**config.mk**
```make
export PLATFORM = sky130hd
export DESIGN_NAME = tlic_top
export DESIGN_NICKNAME = d
export VERILOG_FILES = /design/src/design/tlic_pkg.sv /design/src/design/tlic_serial_req.sv /design/src/design/tlic_prio.sv /design/src/design/tlic_top.sv
export SDC_FILE = /design/constraint.sdc
export NUM_CORES = 1
export LEC_CHECK = 0
export ABC_AREA = 0
export ABC_CLOCK_PERIOD_IN_PS = 2100
export BUFFER_PORTS_ARGS = -buffer_cell sky130_fd_sc_hd__clkbuf_2
export CAP_MARGIN = 10
export CORE_ASPECT_RATIO = 1.25
export CORE_MARGIN = 4
export CORE_UTILIZATION = 28
export DETAILED_ROUTE_END_ITERATION = 16
export PLACE_DENSITY = 0.6
export RECOVER_POWER = 100
export SYNTH_ARGS = -nofsm -noshare
export SYNTH_HDL_FRONTEND = slang
export SYNTH_HIERARCHICAL = 1
export SYNTH_SLANG_ARGS = --single-unit
```
**constraint.sdc**
```tcl
create_clock -name CLOCK -period 2.1 [get_ports CLOCK]
set_clock_uncertainty 0.05 [all_clocks]
set_input_delay 0 -clock CLOCK [delete_from_list [all_inputs] [get_ports CLOCK]]
set_output_delay 0 -clock CLOCK [all_outputs]
set_load 0.1 [all_outputs]
```
**src/design/tlic_pkg.sv**
```systemverilog
// Package for the two-level interrupt acceptance block
package tlic_pkg;
    localparam int TLIC_NSRC = 7;
    localparam logic [7:0] TLIC_VBASE_RST = 8'h00;
    localparam logic [7:0] TLIC_VLOW_RST = 8'h00;
    localparam logic [4:0] TLIC_VLOW_MASK = 5'h1F;
    localparam int TLIC_STAT_TIE_BIT = 0;
    localparam int TLIC_STAT_RIE_BIT = 3;
    // Internal vector slot numbers, in priority order
    localparam logic [2:0] TLIC_SLOT_ASYNC_SERIAL_CHANNEL0 = 3'h0;
    localparam logic [2:0] TLIC_SLOT_ASCI1 = 3'h1;
    localparam logic [2:0] TLIC_SLOT_EXT1 = 3'h0;
    localparam logic [2:0] TLIC_SLOT_EXT2 = 3'h1;
    // Serial slots sit above the two external ones
    localparam logic [2:0] TLIC_SLOT_SER_OFS = 3'h6;
    localparam logic [1:0] TLIC_EXT0_VECTORED = 2'h2;
    localparam logic [15:0] TLIC_NMI_ADDR = 16'h0066;
    localparam logic [15:0] TLIC_TRAP_ADDR = 16'h0000;
    localparam logic [15:0] TLIC_MODE1_ADDR = 16'h0038;

    typedef enum {
        TLIC_SRC_TRAP,
        TLIC_SRC_NMI,
        TLIC_SRC_EXT_IRQ_LINE0,
        TLIC_SRC_EXT_IRQ_LINE1,
        TLIC_SRC_EXT_IRQ_LINE2,
        TLIC_SRC_SER0,
        TLIC_SRC_SER1,
        TLIC_SRC_NONE
    } tlic_src_t;

    typedef struct packed {
        logic full;
        logic overrun;
        logic parity;
        logic framing;
        logic tx_empty;
    } tlic_ser_ev_t;

    typedef struct packed {
        logic valid;
        logic [2:0] src;
        logic [15:0] addr;
        logic [7:0] data_vec_hi;
    } tlic_ack_t;

    function automatic logic [2:0] tlic_first(input logic [6:0] req);
        logic [2:0] idx;
        idx = 3'h7;
        for (int i = TLIC_NSRC - 1; i >= 0; i--) begin
            if (req[i]) begin
                idx = 3'(i);
            end
        end
        return idx;
    endfunction : tlic_first
endpackage : tlic_pkg

```
**src/design/tlic_serial_req.sv**
```systemverilog
// Request logic of one asynchronous serial channel
module tlic_serial_req
    import tlic_pkg::*;
(
    input wire logic clk,
    input wire logic rst,
    input wire tlic_ser_ev_t ev,
    input wire logic [7:0] status_ctl,
    output logic req
);
    typedef struct packed {
        logic req;
    } tlic_sr_state_t;
    tlic_sr_state_t st, next_st;
    logic receive_irq_enable;
    logic transmit_irq_enable;
    logic rx_cond;

    always_comb begin
        receive_irq_enable = status_ctl[TLIC_STAT_RIE_BIT];
        transmit_irq_enable = status_ctl[TLIC_STAT_TIE_BIT];
        rx_cond = ev.full | ev.overrun | ev.parity | ev.framing;
        next_st = st;
        // Registered level request: drops on the clock edge after the cause is removed
        next_st.req = (receive_irq_enable & rx_cond) | (transmit_irq_enable & ev.tx_empty);
    end

    always_ff @(posedge clk) begin
        if (rst) begin
            st <= '0;
        end else begin
            st <= next_st;
        end
    end

    assign req = st.req;
endmodule : tlic_serial_req

```
**src/design/tlic_prio.sv**
```systemverilog
// Fixed priority pick among pending requests
module tlic_prio
    import tlic_pkg::*;
(
    input wire logic [6:0] req,
    output logic [2:0] win,
    output logic any
);
    always_comb begin
        win = tlic_first(req);
        any = |req;
    end
endmodule : tlic_prio

```
**src/design/tlic_top.sv**
```systemverilog
// Two-level interrupt acceptance logic
module tlic_top
    import tlic_pkg::*;
(
    input wire logic CLOCK,
    input wire logic RST,
    input wire logic INSTR_BOUNDARY,
    input wire logic EXEC_ENABLE_INTERRUPTS,
    input wire logic EXEC_DISABLE_INTERRUPTS,
    input wire logic EXEC_RETURN_FROM_INTERRUPT,
    input wire logic WR_VECTOR_BASE,
    input wire logic WR_VECTOR_LOW,
    input wire logic WR_EXT_IRQ_CONTROL,
    input wire logic WR_STATUS0,
    input wire logic WR_STATUS1,
    input wire logic [7:0] WDATA,
    input wire logic [1:0] EXT0_MODE,
    input wire logic [7:0] EXT0_VECTOR_DATA,
    input wire logic NMI_REQ,
    input wire logic TRAP_REQ,
    input wire logic EXT_IRQ_LINE0_N,
    input wire logic EXT_IRQ_LINE1_N,
    input wire logic EXT_IRQ_LINE2_N,
    input wire tlic_ser_ev_t SER0_EV,
    input wire tlic_ser_ev_t SER1_EV,
    output logic GLOBAL_MASKABLE_ENABLE_FLAG,
    output logic SAVED_ENABLE_FLAG,
    output logic [7:0] VECTOR_BASE,
    output logic [7:0] VECTOR_LOW,
    output logic [2:0] EXT_IRQ_CONTROL,
    output logic [7:0] STATUS0_CTL,
    output logic [7:0] STATUS1_CTL,
    output logic [6:0] PENDING,
    output tlic_ack_t ACK,
    output logic END_OF_SERVICE
);
    typedef struct packed {
        logic global_maskable_enable_flag;
        logic saved_enable_flag;
        logic nmi_edge;
        logic nmi_prev;
        logic [7:0] vbase;
        logic [7:0] vlow;
        logic [2:0] ite;
        logic [7:0] serial_channel0_status_register;
        logic [7:0] stat1;
        tlic_ack_t ack;
        logic eos;
    } tlic_state_t;

    tlic_state_t st, next_st;
    logic ser0_req;
    logic ser1_req;
    logic [6:0] req;
    logic [2:0] win;
    logic any;

    tlic_serial_req u_ser0 (
        .clk(CLOCK),
        .rst(RST),
        .ev(SER0_EV),
        .status_ctl(st.serial_channel0_status_register),
        .req(ser0_req)
    );

    tlic_serial_req u_ser1 (
        .clk(CLOCK),
        .rst(RST),
        .ev(SER1_EV),
        .status_ctl(st.stat1),
        .req(ser1_req)
    );

    // Maskable requests need both enable levels
    always_comb begin
        req = '0;
        req[TLIC_SRC_TRAP] = TRAP_REQ;
        req[TLIC_SRC_NMI] = st.nmi_edge;
        req[TLIC_SRC_EXT_IRQ_LINE0] = st.global_maskable_enable_flag & st.ite[0] & !EXT_IRQ_LINE0_N;
        req[TLIC_SRC_EXT_IRQ_LINE1] = st.global_maskable_enable_flag & st.ite[1] & !EXT_IRQ_LINE1_N;
        req[TLIC_SRC_EXT_IRQ_LINE2] = st.global_maskable_enable_flag & st.ite[2] & !EXT_IRQ_LINE2_N;
        req[TLIC_SRC_SER0] = st.global_maskable_enable_flag & ser0_req;
        req[TLIC_SRC_SER1] = st.global_maskable_enable_flag & ser1_req;
    end

    tlic_prio u_prio (
        .req(req),
        .win(win),
        .any(any)
    );

    function automatic logic [15:0] int_addr(input logic [7:0] hi,
                                             input logic [7:0] lo,
                                             input logic [2:0] slot);
        logic [15:0] a;
        a = {hi, lo[7:5], slot, 2'b00};
        return a;
    endfunction : int_addr

    always_comb begin
        next_st = st;
        next_st.ack.valid = 1'b0;
        next_st.eos = EXEC_RETURN_FROM_INTERRUPT;
        // NMI is edge triggered; held until taken
        next_st.nmi_prev = NMI_REQ;
        if (NMI_REQ && !st.nmi_prev) begin
            next_st.nmi_edge = 1'b1;
        end
        if (WR_VECTOR_BASE) next_st.vbase = WDATA;
        if (WR_VECTOR_LOW) next_st.vlow = WDATA & ~{3'h0, TLIC_VLOW_MASK};
        if (WR_EXT_IRQ_CONTROL) next_st.ite = WDATA[2:0];
        if (WR_STATUS0) next_st.serial_channel0_status_register = WDATA;
        if (WR_STATUS1) next_st.stat1 = WDATA;
        if (EXEC_DISABLE_INTERRUPTS) begin
            next_st.global_maskable_enable_flag = 1'b0;
            next_st.saved_enable_flag = 1'b0;
        end
        if (EXEC_ENABLE_INTERRUPTS) begin
            next_st.global_maskable_enable_flag = 1'b1;
            next_st.saved_enable_flag = 1'b1;
        end
        if (INSTR_BOUNDARY && any) begin
            next_st.ack.valid = 1'b1;
            next_st.ack.src = win;
            next_st.ack.data_vec_hi = st.vbase;
            next_st.global_maskable_enable_flag = 1'b0;
            case (win)
                3'(TLIC_SRC_TRAP): begin
                    next_st.ack.addr = TLIC_TRAP_ADDR;
                end
                3'(TLIC_SRC_NMI): begin
                    next_st.ack.addr = TLIC_NMI_ADDR;
                    next_st.saved_enable_flag = st.global_maskable_enable_flag;
                    // A fresh edge in the taking cycle stays pending
                    next_st.nmi_edge = NMI_REQ && !st.nmi_prev;
                end
                3'(TLIC_SRC_EXT_IRQ_LINE0): begin
                    if (EXT0_MODE == TLIC_EXT0_VECTORED) begin
                        next_st.ack.addr = {st.vbase, EXT0_VECTOR_DATA};
                    end else begin
                        next_st.ack.addr = TLIC_MODE1_ADDR;
                    end
                end
                3'(TLIC_SRC_EXT_IRQ_LINE1): begin
                    next_st.ack.addr = int_addr(st.vbase, st.vlow,
                                                TLIC_SLOT_EXT1);
                end
                3'(TLIC_SRC_EXT_IRQ_LINE2): begin
                    next_st.ack.addr = int_addr(st.vbase, st.vlow,
                                                TLIC_SLOT_EXT2);
                end
                3'(TLIC_SRC_SER0): begin
                    next_st.ack.addr = int_addr(st.vbase, st.vlow,
                                                TLIC_SLOT_ASYNC_SERIAL_CHANNEL0 +
                                                TLIC_SLOT_SER_OFS);
                end
                3'(TLIC_SRC_SER1): begin
                    next_st.ack.addr = int_addr(st.vbase, st.vlow,
                                                TLIC_SLOT_ASCI1 +
                                                TLIC_SLOT_SER_OFS);
                end
                default: begin
                    next_st.ack.valid = 1'b0;
                end
            endcase
        end
    end

    always_ff @(posedge CLOCK) begin
        if (RST) begin
            st <= '0;
            st.vbase <= TLIC_VBASE_RST;
            st.vlow <= TLIC_VLOW_RST;
        end else begin
            st <= next_st;
        end
    end

    assign GLOBAL_MASKABLE_ENABLE_FLAG = st.global_maskable_enable_flag;
    assign SAVED_ENABLE_FLAG = st.saved_enable_flag;
    assign VECTOR_BASE = st.vbase;
    assign VECTOR_LOW = st.vlow;
    assign EXT_IRQ_CONTROL = st.ite;
    assign STATUS0_CTL = st.serial_channel0_status_register;
    assign STATUS1_CTL = st.stat1;
    assign PENDING = req;
    assign ACK = st.ack;
    assign END_OF_SERVICE = st.eos;
endmodule : tlic_top

```
* Word-level counts from Yosys, hierarchy flattened *
Index checks and enable logic that the tools add are counted.
Widths: inputs -> output; s select.

word-level totals
  register bits after elaboration = 65
  input port bits = 44

cells by class
  muxes and demuxes = 15
  bitwise logic cells = 21
  reductions and logical operators = 14
  eq/ne operators = 7

operators by type and width
  operator            number
  $pmux 16 s7         1
  $mux 16             1
  $reduce_or 7->1     2
  $and 1x1->1         12
  $mux 2              6
  $mux 3              4
  $eq 3x3->1 const B  3
  $or 1x1->1          8
  $reduce_bool 7->1   1
  $eq 3x2->1 const B  2
  $logic_not 1->1     4
  $reduce_or 2->1     2
  $eq 3x1->1 const B  1
  $logic_not 3->1     1
  $mux 1              3
  $eq 2x2->1 const B  1
  $logic_and 1x1->1   2
  $reduce_and 2->1    1
  $reduce_bool 2->1   1
  $not 1->1           1

* Logic depth before layout (Yosys ltp) *
Gate-level depths: netlist of the first run.

  depth after elaboration = 11
  mapped depth = 11
  depth with buffers taken out = 9

* Hierarchy *
The synthesis of the first run kept the hierarchy.

modules (own cells, without submodules)
  module           sequential area each (µm²)  area each (µm²)  cells an instance  instances
  tlic_top         1261.2                      2840.2           303                1
  tlic_serial_req  20.0                        37.5             4                  2
  tlic_prio        0.0                         60.1             10                 1

* Worst setup path after synthesis of the first run *
No wires, ideal clock.

  path type = reg2reg
  start point = register st, in the netlist GLOBAL_MASKABLE_ENABLE_FLAG
  end point = register st, in the netlist ACK[13]
  buffers on the path = 1
  data arrival time = 3.860 ns
  path slack = -1.927 ns
  clock period less this slack = 4.027 ns
  cell stages (with the launch flop) = 8
  setup time = 0.117 ns
  cells stage by stage = dfxtp_1 > nand2_1 > nor2_1 > nor4_2 > buf_6 > or3b_4 > or3_1 > a32o_1

RTL lines
  what                                line             RTL
  start: declaration                  tlic_top.sv:51   tlic_state_t st, next_st;
  start signal: assignment            tlic_top.sv:175  st <= next_st;
  $and 1x1->1 (*) (2 in a row)        tlic_top.sv:80   req[TLIC_SRC_EXT_IRQ_LINE1] = st.global_maskable_enable_flag & st.ite[1] & !EXT_IRQ_LINE1_N;
  net PENDING[3]                      tlic_top.sv:33   output logic [6:0] PENDING,
  $mux 3 (*) (4 in a row)             tlic_pkg.sv:51   if (req[i]) begin
  net win[2]                          tlic_top.sv:55   logic [2:0] win;
  $eq 3x2->1 (tied with other cells)  tlic_top.sv:127  case (win)
  $reduce_bool 7->1 (no source line)  -
  $reduce_and 2->1 (no source line)   -

The timed path passes the listed nets; every way through them passes the cells marked *.
A chain may end at the register's enable or synchronous reset.

* Worst setup path in the final report of the first run *
  start point = register st, in the netlist GLOBAL_MASKABLE_ENABLE_FLAG
  end point = register st, in the netlist ACK[13]

RTL lines
  what                                line
  $and 1x1->1 (2 in a row)            tlic_top.sv:80
  $mux 3                              tlic_pkg.sv:51
  $mux 3 (*) (3 in a row)             tlic_pkg.sv:51
  net win[2]                          tlic_top.sv:55
  $eq 3x2->1 (tied with other cells)  tlic_top.sv:127
  $reduce_bool 7->1 (no source line)  -
  $reduce_and 2->1 (no source line)   -

Marked as above.

==> results.py, run 1 <==
metrics = {
    "clocking": {
        "clk_pin_slew_ps": 50,
        "cts_root_buf": "clkbuf_16",
        "clockBufferDepth": 2,
        "clkSinkCount": 65,
        "cts_inserted_buffers": 9,
        "tritoncts": "done",
        "htree_levels": 3,
        "clock_insertion_delay_worst_skew_ps": 320,
    },
    "placement": {
        "gp_congestion": 0.8081,
        "dp_hpwl_mm": 5.944,
        "dp_slack_ps": -92.18,
        "placed_cell_area_mm2": 0.003292,
        "io_buffers": 111,
    },
    "setup_path": {
        "critical_path_class": "register to register",
        "startpoint": "GLOBAL_MASKABLE_ENABLE_FLAG",
        "cp.arrival_ps": 2190,
        "endpoint_kind": "register",
        "cp_cell_sequence": "nand2_2, nor2_4, nor4_4, buf_4, or3b_4, or3_1, a32o_1",
        "required_ps": 2260,
        "cp-start-kind": "register",
        "r2r_setup_slack_ps": 70,
        "critical-path-max-stage-delay_ps": 400,
        "crit_slowest_cell": "or3b_4",
        "regToRegStartpoint": "GLOBAL_MASKABLE_ENABLE_FLAG",
        "critPathMaxFanout": 10,
    },
    "yosys": {
        "yosysMostFrequentCell": "buf_4",
        "yosys-top-cells-count": "buf_4 (66), dfxtp_1 (65), nor2_1 (41)",
        "ys_seq_elements": 65,
        "ys.flop_type": "dfxtp_1",
        "synth_area_leaders": "dfxtp_1 (44%), buf_4 (17%), mux2i_1 (10%), nor2_1 (5.2%), a22o_1 (3.8%)",
        "synth_edf_count": 0,
        "synth_top_area_share_pct": 43.73,
        "syn_area_per_cell_um2": 9.269,
        "seq_area_frac_synth_pct": 43.73,
        "synth_warnings": 6,
        "ys_types": 35,
        "async_flop_share_pct": 0,
        "synth_top_cell_by_area": "dfxtp_1",
        "synthCells": 321,
        "syn-cell-area_mm2": 0.002975,
    },
    "drt": {
        "dr.pass1.iters": 4,
        "ant_nets": 0,
        "wire_per_inst_um": 14.21,
        "drt_iter0_markers": 38,
        "drt-vias-per-instance": 4.357,
        "drc": 0,
        "totalWireLength_mm": 7.689,
        "vias": 2357,
    },
    "global_routing": {
        "grt_max_degree": 31,
        "overflow": 0,
        "grt_pass1_wl_mm": 12.21,
        "grt.total_usage_pct": 12.71,
        "grt_pass1_vias": 2368,
        "antenna_found_initial": 0,
    },
    "sta": {
        "worst_hold_slack_ps": -5.350,
        "hold_viol": 4,
        "slew_headroom_pct": 22.81,
        "fin_crit_ps": 2030,
        "fin_crit_sh_pct": 96.68,
        "fin_setup_tns_ps": 0,
        "report.final.slew_viol_count": 0,
        "setup_viol": 0,
        "rsz0062_at_grt": "yes",
        "clock.fmax_mhz": 492.6,
        "setup_ws_ps": 69.76,
        "tightest_slew_ps": 1163,
    },
    "floorplan": {
        "start_util_pct": 29.00,
        "rows": 41,
        "core_mm2": 0.01026,
        "dieWidth_um": 100.2,
        "die_y_um": 123.3,
        "io_pins": 117,
        "die-area_mm2": 0.01235,
    },
    "power": {
        "total_power_w": 0.003889,
        "power_density_mw_per_mm2": 984.3,
        "power.share.clock_pct": 42.5,
        "peakVddDrop_mv": 0.3360,
        "p_comb_share_pct": 22.9,
        "p_sw_w": 0.001246,
        "swShare_pct": 32.03,
        "sequentialPowerShare_pct": 34.6,
        "p_int_w": 0.002643,
        "p_leak_nw": 1.853,
    },
    "run_status": {
        "status": "finished, violations left",
        "violations": "negative hold slack",
    },
    "cells_and_area": {
        "fill_cells": 1081,
        "syn2layout_area_growth_pct": 32.80,
        "layout-drive-gt1-share_pct": 39.56,
        "stdcell_area_mm2": 0.003951,
        "n_antenna_cell": 0,
        "final_nets": 451,
    },
    "worst_hold_path": {
        "min_from": "WDATA[5]",
        "min_path_type": "input port to register",
    },
    "flow_run": {
        "drv_cap": 0,
    },
}
[metrics by stage]
| stage | std cells | utilization [%] |
|---|---|---|
| 3_3_place_gp | 498 | 32.09 |
| 3_5_place_dp | 498 | 32.09 |
| 2_1_floorplan | 325 | - |
| 5_1_grt | 541 | 38.51 |
| 6_report | 541 | 38.51 |
| 4_1_cts | 538 | 37.78 |
[routing by layer]
layer  global-route usage [%]  wire, um
met5                        0         0
met4                    6.234       165
met3                    2.935       451
met2                    21.56      3865
met1                    15.02      3206
[power by group through the flow]
stage               clock (W)  combinational (W)  sequential (W)
global route          0.00176           0.000938         0.00135
floorplan                   0           0.000740         0.00138
global placement            0           0.000839         0.00137
CTS                   0.00170           0.000882         0.00134
detailed placement          0           0.000843         0.00137
finish                0.00165           0.000890         0.00135
[path summary, 6_finish.rpt]
kind              endpoint  cells after the start
max reg2reg        ACK[13]                      7
min          VECTOR_LOW[5]                      3
max                ACK[13]                      7
min reg2reg         ACK[3]                      2
[area by class of cell]
type	instances	area [um2]	area share (%)
multi-input cells	177	1211	30.65
clock inverters	5	75.07	1.900
clock buffers	11	264.0	6.681
flip-flops and latches	65	1306	33.06
inverters	4	15.01	0.3800
well taps	129	161.4	4.085
repair buffers	150	918.4	23.24
[worst max-delay path: cells and delay by family (launching register included)]
family | cells | cell delay (ps)
buf+inv | 1 | 180
flops | 1 | 390
compound gates | 1 | 260
simple gates | 5 | 1040
[repair_timing]
action,CTS,global route
hold endpoints to repair,39,0
gates resized for setup,1,14
pin swaps,0,10
buffers inserted,0,3
hold buffers,24,0
setup endpoints to repair,16,18
[registers in the layout, summed over array words and instances (netlist names)]
| register | flops |
|---|---|
| u_ser1/req | 1 |
| ACK | 28 |
| VECTOR_BASE | 8 |
| END_OF_SERVICE | 1 |
| st | 1 |
| GLOBAL_MASKABLE_ENABLE_FLAG | 1 |
| STATUS0_CTL | 8 |
| STATUS1_CTL | 8 |
| u_ser0/req | 1 |
| SAVED_ENABLE_FLAG | 1 |
| VECTOR_LOW | 3 |
| PENDING | 1 |
| EXT_IRQ_CONTROL | 3 |
[logic make-up (layout without fill, tap and decap cells)]
kind of cell             Yosys count  in the layout  synth area share [%]
AND/OR/NAND/NOR                   92             92                 14.38
buffers and inverters             83            170                 19.34
flip-flops                        65             65                 43.73
AO/OA/AOI/OAI                     47             47                 11.35
multiplexers                      30             30                 10.09
adder cells (fa/ha/maj)            2              2                0.6729
other                              1              5                0.1260
XOR/XNOR                           1              1                0.2944
[layout by cell type (no fill, tap or decap), types with 5 or more instances in the layout]
| cell type | instances |
|---|---|
| a22o_1 | 13 |
| a21oi_1 | 17 |
| nand2_1 | 26 |
| dlygate4sd3_1 | 24 |
| clkbuf_2 | 106 |
| buf_4 | 13 |
| nor2_1 | 36 |
| conb_1 | 5 |
| dfxtp_1 | 63 |
| clkbuf_1 | 5 |
| mux2i_1 | 30 |
| clkbuf_16 | 10 |
(Power assumes the default switching activity.)
==> run 2, diff against run 1 <==
MAX_ROUTING_LAYER = met4   (was unset)
==> run 2 against run 1 <==
The flow still finishes with violations (negative hold slack). Setup slack better by 4.6 ps. First-iteration DRC count is 16% higher. Maximum frequency is 0.23% higher. Sequential cell count stayed put. Via count is 0.21% lower. Die area stayed put. Hold slack worse by 3.4 ps. Register-to-register slack hardly changed. Design area stayed put. Combinational power hardly changed. Largest power group unchanged.
==> results.py, run 2 (synthesis results as in run 1) <==
metrics = {
    "run_status": {
        "status": "finished, violations left",
        "violations": "negative hold slack",
    },
    "sta": {
        "fin_crit_ps": 2026,
        "hold_viol": 5,
        "clock.fmax_mhz": 493.7,
        "report.final.slew_viol_count": 0,
        "worst_hold_slack_ps": -8.788,
        "slew_headroom_pct": 22.81,
        "fin_crit_sh_pct": 96.46,
        "fin_setup_tns_ps": 0,
        "tightest_slew_ps": 1163,
        "rsz0062_at_grt": "yes",
        "setup_viol": 0,
    },
    "drt": {
        "drc": 0,
        "drt_iter0_markers": 44,
        "drt-vias-per-instance": 4.348,
        "dr.pass1.iters": 4,
        "ant_nets": 0,
        "vias": 2352,
        "wire_per_inst_um": 14.22,
        "totalWireLength_mm": 7.693,
    },
    "cells_and_area": {
        "final_cell_mix": "clkbuf_2 (106), dfxtp_1 (63), nor2_1 (36), mux2i_1 (30), nand2_1 (26)",
        "layout_commonest_cell": "clkbuf_2",
        "fill_cells": 1081,
        "n_antenna_cell": 0,
        "final_nets": 451,
        "largest_reg_flops": 28,
        "syn2layout_area_growth_pct": 32.80,
        "layout-drive-gt1-share_pct": 39.56,
    },
    "power": {
        "p_leak_nw": 1.853,
        "peakVddDrop_mv": 0.3363,
        "power_density_mw_per_mm2": 984.4,
        "total_power_w": 0.003890,
    },
    "worst_hold_path": {
        "min_delay_path_depth": 3,
        "min_path_type": "input port to register",
        "worstHoldEndpoint": "VECTOR_LOW[5]",
        "min_from": "WDATA[5]",
    },
    "setup_path": {
        "cp_num_buf_inv": 1,
        "crit_slowest_cell": "or3b_4",
        "regToRegStartpoint": "GLOBAL_MASKABLE_ENABLE_FLAG",
        "critPathTopFamily": "simple AND/OR/NAND/NOR gates",
        "cp.arrival_ps": 2180,
        "rr_worst_depth": 7,
        "critical_path_class": "register to register",
        "critical-path-max-stage-delay_ps": 400,
        "r2r_setup_slack_ps": 70,
        "endpoint_kind": "register",
        "critPathMaxFanout": 10,
        "cp-start-kind": "register",
        "required_ps": 2260,
        "r2r_end": "ACK[13]",
        "cp_cell_sequence": "nand2_2, nor2_4, nor4_4, buf_4, or3b_4, or3_1, a32o_1",
    },
    "floorplan": {
        "core_mm2": 0.01026,
        "dieWidth_um": 100.2,
        "start_util_pct": 29.00,
        "die_y_um": 123.3,
        "rows": 41,
        "io_pins": 117,
        "die-area_mm2": 0.01235,
    },
    "clocking": {
        "clockBufferDepth": 2,
        "clkSinkCount": 65,
        "clock_insertion_delay_worst_skew_ps": 320,
        "cts_root_buf": "clkbuf_16",
        "tritoncts": "done",
        "cts_inserted_buffers": 9,
        "htree_levels": 3,
        "clk_pin_slew_ps": 50,
    },
    "placement": {
        "io_buffers": 111,
        "dp_hpwl_mm": 5.944,
        "gp_congestion": 0.8199,
    },
    "global_routing": {
        "antenna_found_initial": 0,
        "overflow": 0,
        "grt_pass1_vias": 2366,
        "grt.total_usage_pct": 13.10,
        "grt_pass1_wl_mm": 12.21,
        "grt_max_degree": 31,
    },
    "flow_run": {
        "drv_cap": 0,
    },
}
run 2: cell counts in the layout (fill, tap and decap cells not counted):
No cell type changed its count.
run 2: area by class of cell:
cell class              instances  area [um2]  area share [%]
clock buffers                  11       264.0           6.681
clock inverters                 5       75.07           1.900
inverters                       4       15.01          0.3800
multi-input cells             177        1211           30.65
flip-flops and latches         65        1306           33.06
well taps                     129       161.4           4.085
repair buffers                150       918.4           23.24
run 2: worst max-delay path by stage:
stage	start	end	slack [ps]	depth (start not counted)
2_1_floorplan	GLOBAL_MASKABLE_ENABLE_FLAG	ACK[13]	-500	7
5_1_grt	GLOBAL_MASKABLE_ENABLE_FLAG	ACK[21]	-40	8
3_3_place_gp	GLOBAL_MASKABLE_ENABLE_FLAG	ACK[15]	-50	9
4_1_cts	GLOBAL_MASKABLE_ENABLE_FLAG	ACK[8]	60	10
3_5_place_dp	GLOBAL_MASKABLE_ENABLE_FLAG	ACK[9]	-90	9
6_report	GLOBAL_MASKABLE_ENABLE_FLAG	ACK[13]	70	7
run 2: routing by layer:
layer	up-vias	wire length (um)	GRT usage, %
met3	13	465	2.878
met2	73	3901	21.68
li1	1186	-	-
met4	0	155	6.234
met1	1080	3171	15.05
met5	-	0	-
run 2: stage by stage:
step	hold slack [ps]	util (%)	std cells	instance area [um2]	worst slack (ps)
CTS	0.9955	37.78	538	3876	63.88
global placement	157.6	32.09	498	3292	-51.83
floorplan	19.07	-	325	3059	-500.8
finish	-8.788	38.51	541	3951	74.35
detailed placement	167.0	32.09	498	3292	-92.18
global route	13.98	38.51	541	3951	-38.33
run 2: tightest hold or removal path: cells and delay by family:
family	cells	cell delay (ps)
buffers and inverters	1	160
muxes	1	90
and+or+nand+nor	1	70
run 2: power by group:
part / internal [W] / switching [W]
logic: 0.000209 / 0.000681
registers: 0.00130 / 0.0000472
clock network: 0.00114 / 0.000519
run 2: repair_timing:
action                                  in CTS  in global routing
pin swaps                                    0                 10
endpoints found under the setup margin      16                 18
cloned                                       0                  0
hold buffers                                24                  0
setup buffers                                0                  3
hold endpoints to repair                    39                  0
gates resized for setup                      1                 14
==> run 3, diff against run 2 <==
CTS_CLUSTER_DIAMETER = 40   (was unset)
PLACE_DENSITY = 0.59   (was 0.6)
SYNTH_HIERARCHICAL = unset   (was 1)
==> run 3 against run 2 <==
Power is 7.4% lower. Largest cell class is now multi-input combinational cells. Clock power is 10% lower. Via count is 16% higher. Hold slack better by 41 ps. Synthesized cell count is 14% higher. Die area is 11% higher. The run now ends clean. Combinational power is 11% lower. Sequential cell count stayed put. Highest routed layer unchanged.
==> results.py, run 3 <==
metrics = {
    "run_status": {
        "status": "complete, no violations",
    },
    "yosys": {
        "async_flop_share_pct": 0,
        "yosys-top-cells-count": "buf_4 (66), dfxtp_1 (65), nor2_1 (35)",
        "syn-cell-area_mm2": 0.003328,
        "synth_top_area_share_pct": 39.10,
        "synth_edf_count": 0,
        "syn_area_per_cell_um2": 9.118,
        "ys_seq_elements": 65,
        "synthCells": 365,
        "synth_area_leaders": "dfxtp_1 (39%), buf_4 (15%), mux2i_1 (9.3%), nor2_1 (3.9%), o32ai_2 (3.9%)",
        "yosysMostFrequentCell": "buf_4",
        "ys.flop_type": "dfxtp_1",
        "ys_types": 44,
        "synth_top_cell_by_area": "dfxtp_1",
        "synth_warnings": 0,
        "seq_area_frac_synth_pct": 39.10,
    },
    "sta": {
        "hold_viol": 0,
        "tightest_slew_ps": 1219,
        "fin_setup_tns_ps": 0,
        "rsz0062_at_grt": "no",
        "fin_crit_sh_pct": 95.15,
        "slew_headroom_pct": 19.08,
        "clock.fmax_mhz": 500.5,
        "fin_crit_ps": 1998,
        "report.final.slew_viol_count": 0,
        "setup_viol": 0,
        "setup_ws_ps": 101.9,
    },
    "power": {
        "p_comb_share_pct": 21.9,
        "peakVddDrop_mv": 0.3785,
        "sequentialPowerShare_pct": 37.2,
        "swShare_pct": 33.41,
        "p_leak_nw": 1.582,
        "p_int_w": 0.002398,
        "power.share.clock_pct": 41.0,
        "p_sw_w": 0.001203,
        "power_density_mw_per_mm2": 903.7,
    },
    "floorplan": {
        "dieWidth_um": 105.5,
        "core_mm2": 0.01162,
        "die_y_um": 129.9,
        "start_util_pct": 28.65,
        "io_pins": 117,
        "die-area_mm2": 0.01371,
        "rows": 44,
    },
    "setup_path": {
        "required_ps": 2270,
        "crit_slowest_cell": "or4_4",
        "regToRegStartpoint": "EXT_IRQ_CONTROL[2]",
        "cp_cell_sequence": "nor2b_1, or4_4, o211ai_1, buf_12, nand2_4, o32ai_1",
        "r2r_setup_slack_ps": 100,
        "cp-start-kind": "register",
        "endpoint_kind": "register",
        "critical_path_class": "register to register",
        "critPathMaxFanout": 22,
        "r2r_end": "ACK[18]",
        "rr_worst_depth": 6,
        "cp.arrival_ps": 2170,
        "critical-path-max-stage-delay_ps": 490,
    },
    "clocking": {
        "clkSinkCount": 65,
        "cts_root_buf": "clkbuf_16",
        "htree_levels": 3,
        "cts_setup_buffers": 0,
        "clock_insertion_delay_worst_skew_ps": 330,
        "clk_pin_slew_ps": 50,
        "cts_inserted_buffers": 9,
        "clockBufferDepth": 2,
        "tritoncts": "done",
    },
    "placement": {
        "dp_cells": 565,
        "io_buffers": 111,
        "dp_slack_ps": 36.11,
        "dp_hpwl_mm": 6.963,
        "gp_congestion": 0.9577,
    },
    "cells_and_area": {
        "final_util_pct": 34.31,
        "syn2layout_area_growth_pct": 19.74,
        "final_nets": 482,
        "final_cell_mix": "clkbuf_1 (65), dfxtp_1 (64), clkbuf_2 (49), nor2_1 (35), mux2i_1 (31)",
        "instances_no_fill": 604,
        "layout-drive-gt1-share_pct": 18.74,
        "n_antenna_cell": 0,
        "largest_reg_flops": 28,
        "layout_commonest_cell": "clkbuf_1",
    },
    "global_routing": {
        "grt_pass1_wl_mm": 14.35,
        "grt_max_degree": 51,
        "grt.total_usage_pct": 13.93,
        "antenna_found_initial": 0,
        "overflow": 0,
        "grt_pass1_vias": 2714,
    },
    "worst_hold_path": {
        "min_path_type": "input port to register",
        "min_delay_path_depth": 2,
        "min_from": "RST",
        "worstHoldEndpoint": "ACK[10]",
    },
    "drt": {
        "ant_nets": 0,
        "drc": 0,
        "vias": 2717,
        "drt_iter0_markers": 83,
        "drt-vias-per-instance": 4.498,
        "wire_per_inst_um": 15.35,
        "dr.pass1.iters": 4,
        "totalWireLength_mm": 9.271,
    },
    "flow_run": {
        "drv_cap": 0,
    },
}
-- run 3: layout make-up --
type                    count  area [um2]
clock buffers              10       239.0
clock inverters             6       57.56
fillers                  1246        7631
inverters                  10       37.54
multi-input cells         208        1363
flip-flops and latches     65        1303
well taps                 161       201.4
repair buffers            144       784.5
-- run 3: metrics by stage --
step,power [W],instance area [um2],hold slack (ps)
global route,0.003749,3985,56.02
CTS,0.003684,4135,18.04
detailed placement,0.002147,3608,171.1
finish,0.003601,3985,31.88
floorplan,0.002039,3344,78.18
global placement,0.002142,3608,169.1
-- run 3: worst max-delay path by stage --
stage	startpoint	end	slack [ps]
2_1_floorplan	GLOBAL_MASKABLE_ENABLE_FLAG	PENDING[2]	250
3_3_place_gp	EXT_IRQ_CONTROL[1]	ACK[13]	110
3_5_place_dp	EXT_IRQ_CONTROL[1]	ACK[13]	40
4_1_cts	EXT_IRQ_CONTROL[1]	ACK[13]	1
5_1_grt	EXT_IRQ_CONTROL[2]	ACK[21]	40
6_report	EXT_IRQ_CONTROL[2]	ACK[18]	100
-- run 3: metal layers --
metal | share of wire (%) | GRT usage [%] | up-vias
met2 | 49 | 23.01 | 78
met5 | 0 | - | -
met1 | 44 | 16.43 | 1269
li1 | - | - | 1356
met4 | 1.9 | 6.021 | 0
met3 | 4.7 | 3.018 | 14
-- run 3: critical path: cells and delay by family, from the launching register on --
| kind | cells | cell delay (ps) |
|---|---|---|
| DFF | 1 | 320 |
| AOI/OAI and AO/OA | 2 | 530 |
| buffers and inverters | 1 | 200 |
| and+or+nand+nor | 3 | 770 |
-- run 3: timing repair --
item,4_1_cts,5_1_grt
gates resized for setup,0,1
endpoints found under the setup margin,0,14
endpoints found under the hold margin,38,0
hold buffers,23,0
-- run 3: kinds of logic after synthesis --
logic type             count (synthesis)  share of synthesized area [%]
AND/OR/NAND/NOR                      103                          16.39
buffers and inverters                 96                          18.57
AO/OA/AOI/OAI                         69                          16.50
flip-flops                            65                          39.10
multiplexers                          31                          9.323
other                                  1                         0.1127
-- run 3: power by group through the flow --
stage | logic, W | clock network, W | registers (W)
6_report | 0.000788 | 0.00148 | 0.00134
5_1_grt | 0.000828 | 0.00157 | 0.00135
4_1_cts | 0.000817 | 0.00153 | 0.00134
3_5_place_dp | 0.000781 | 0 | 0.00137
3_3_place_gp | 0.000777 | 0 | 0.00137
2_1_floorplan | 0.000667 | 0 | 0.00137
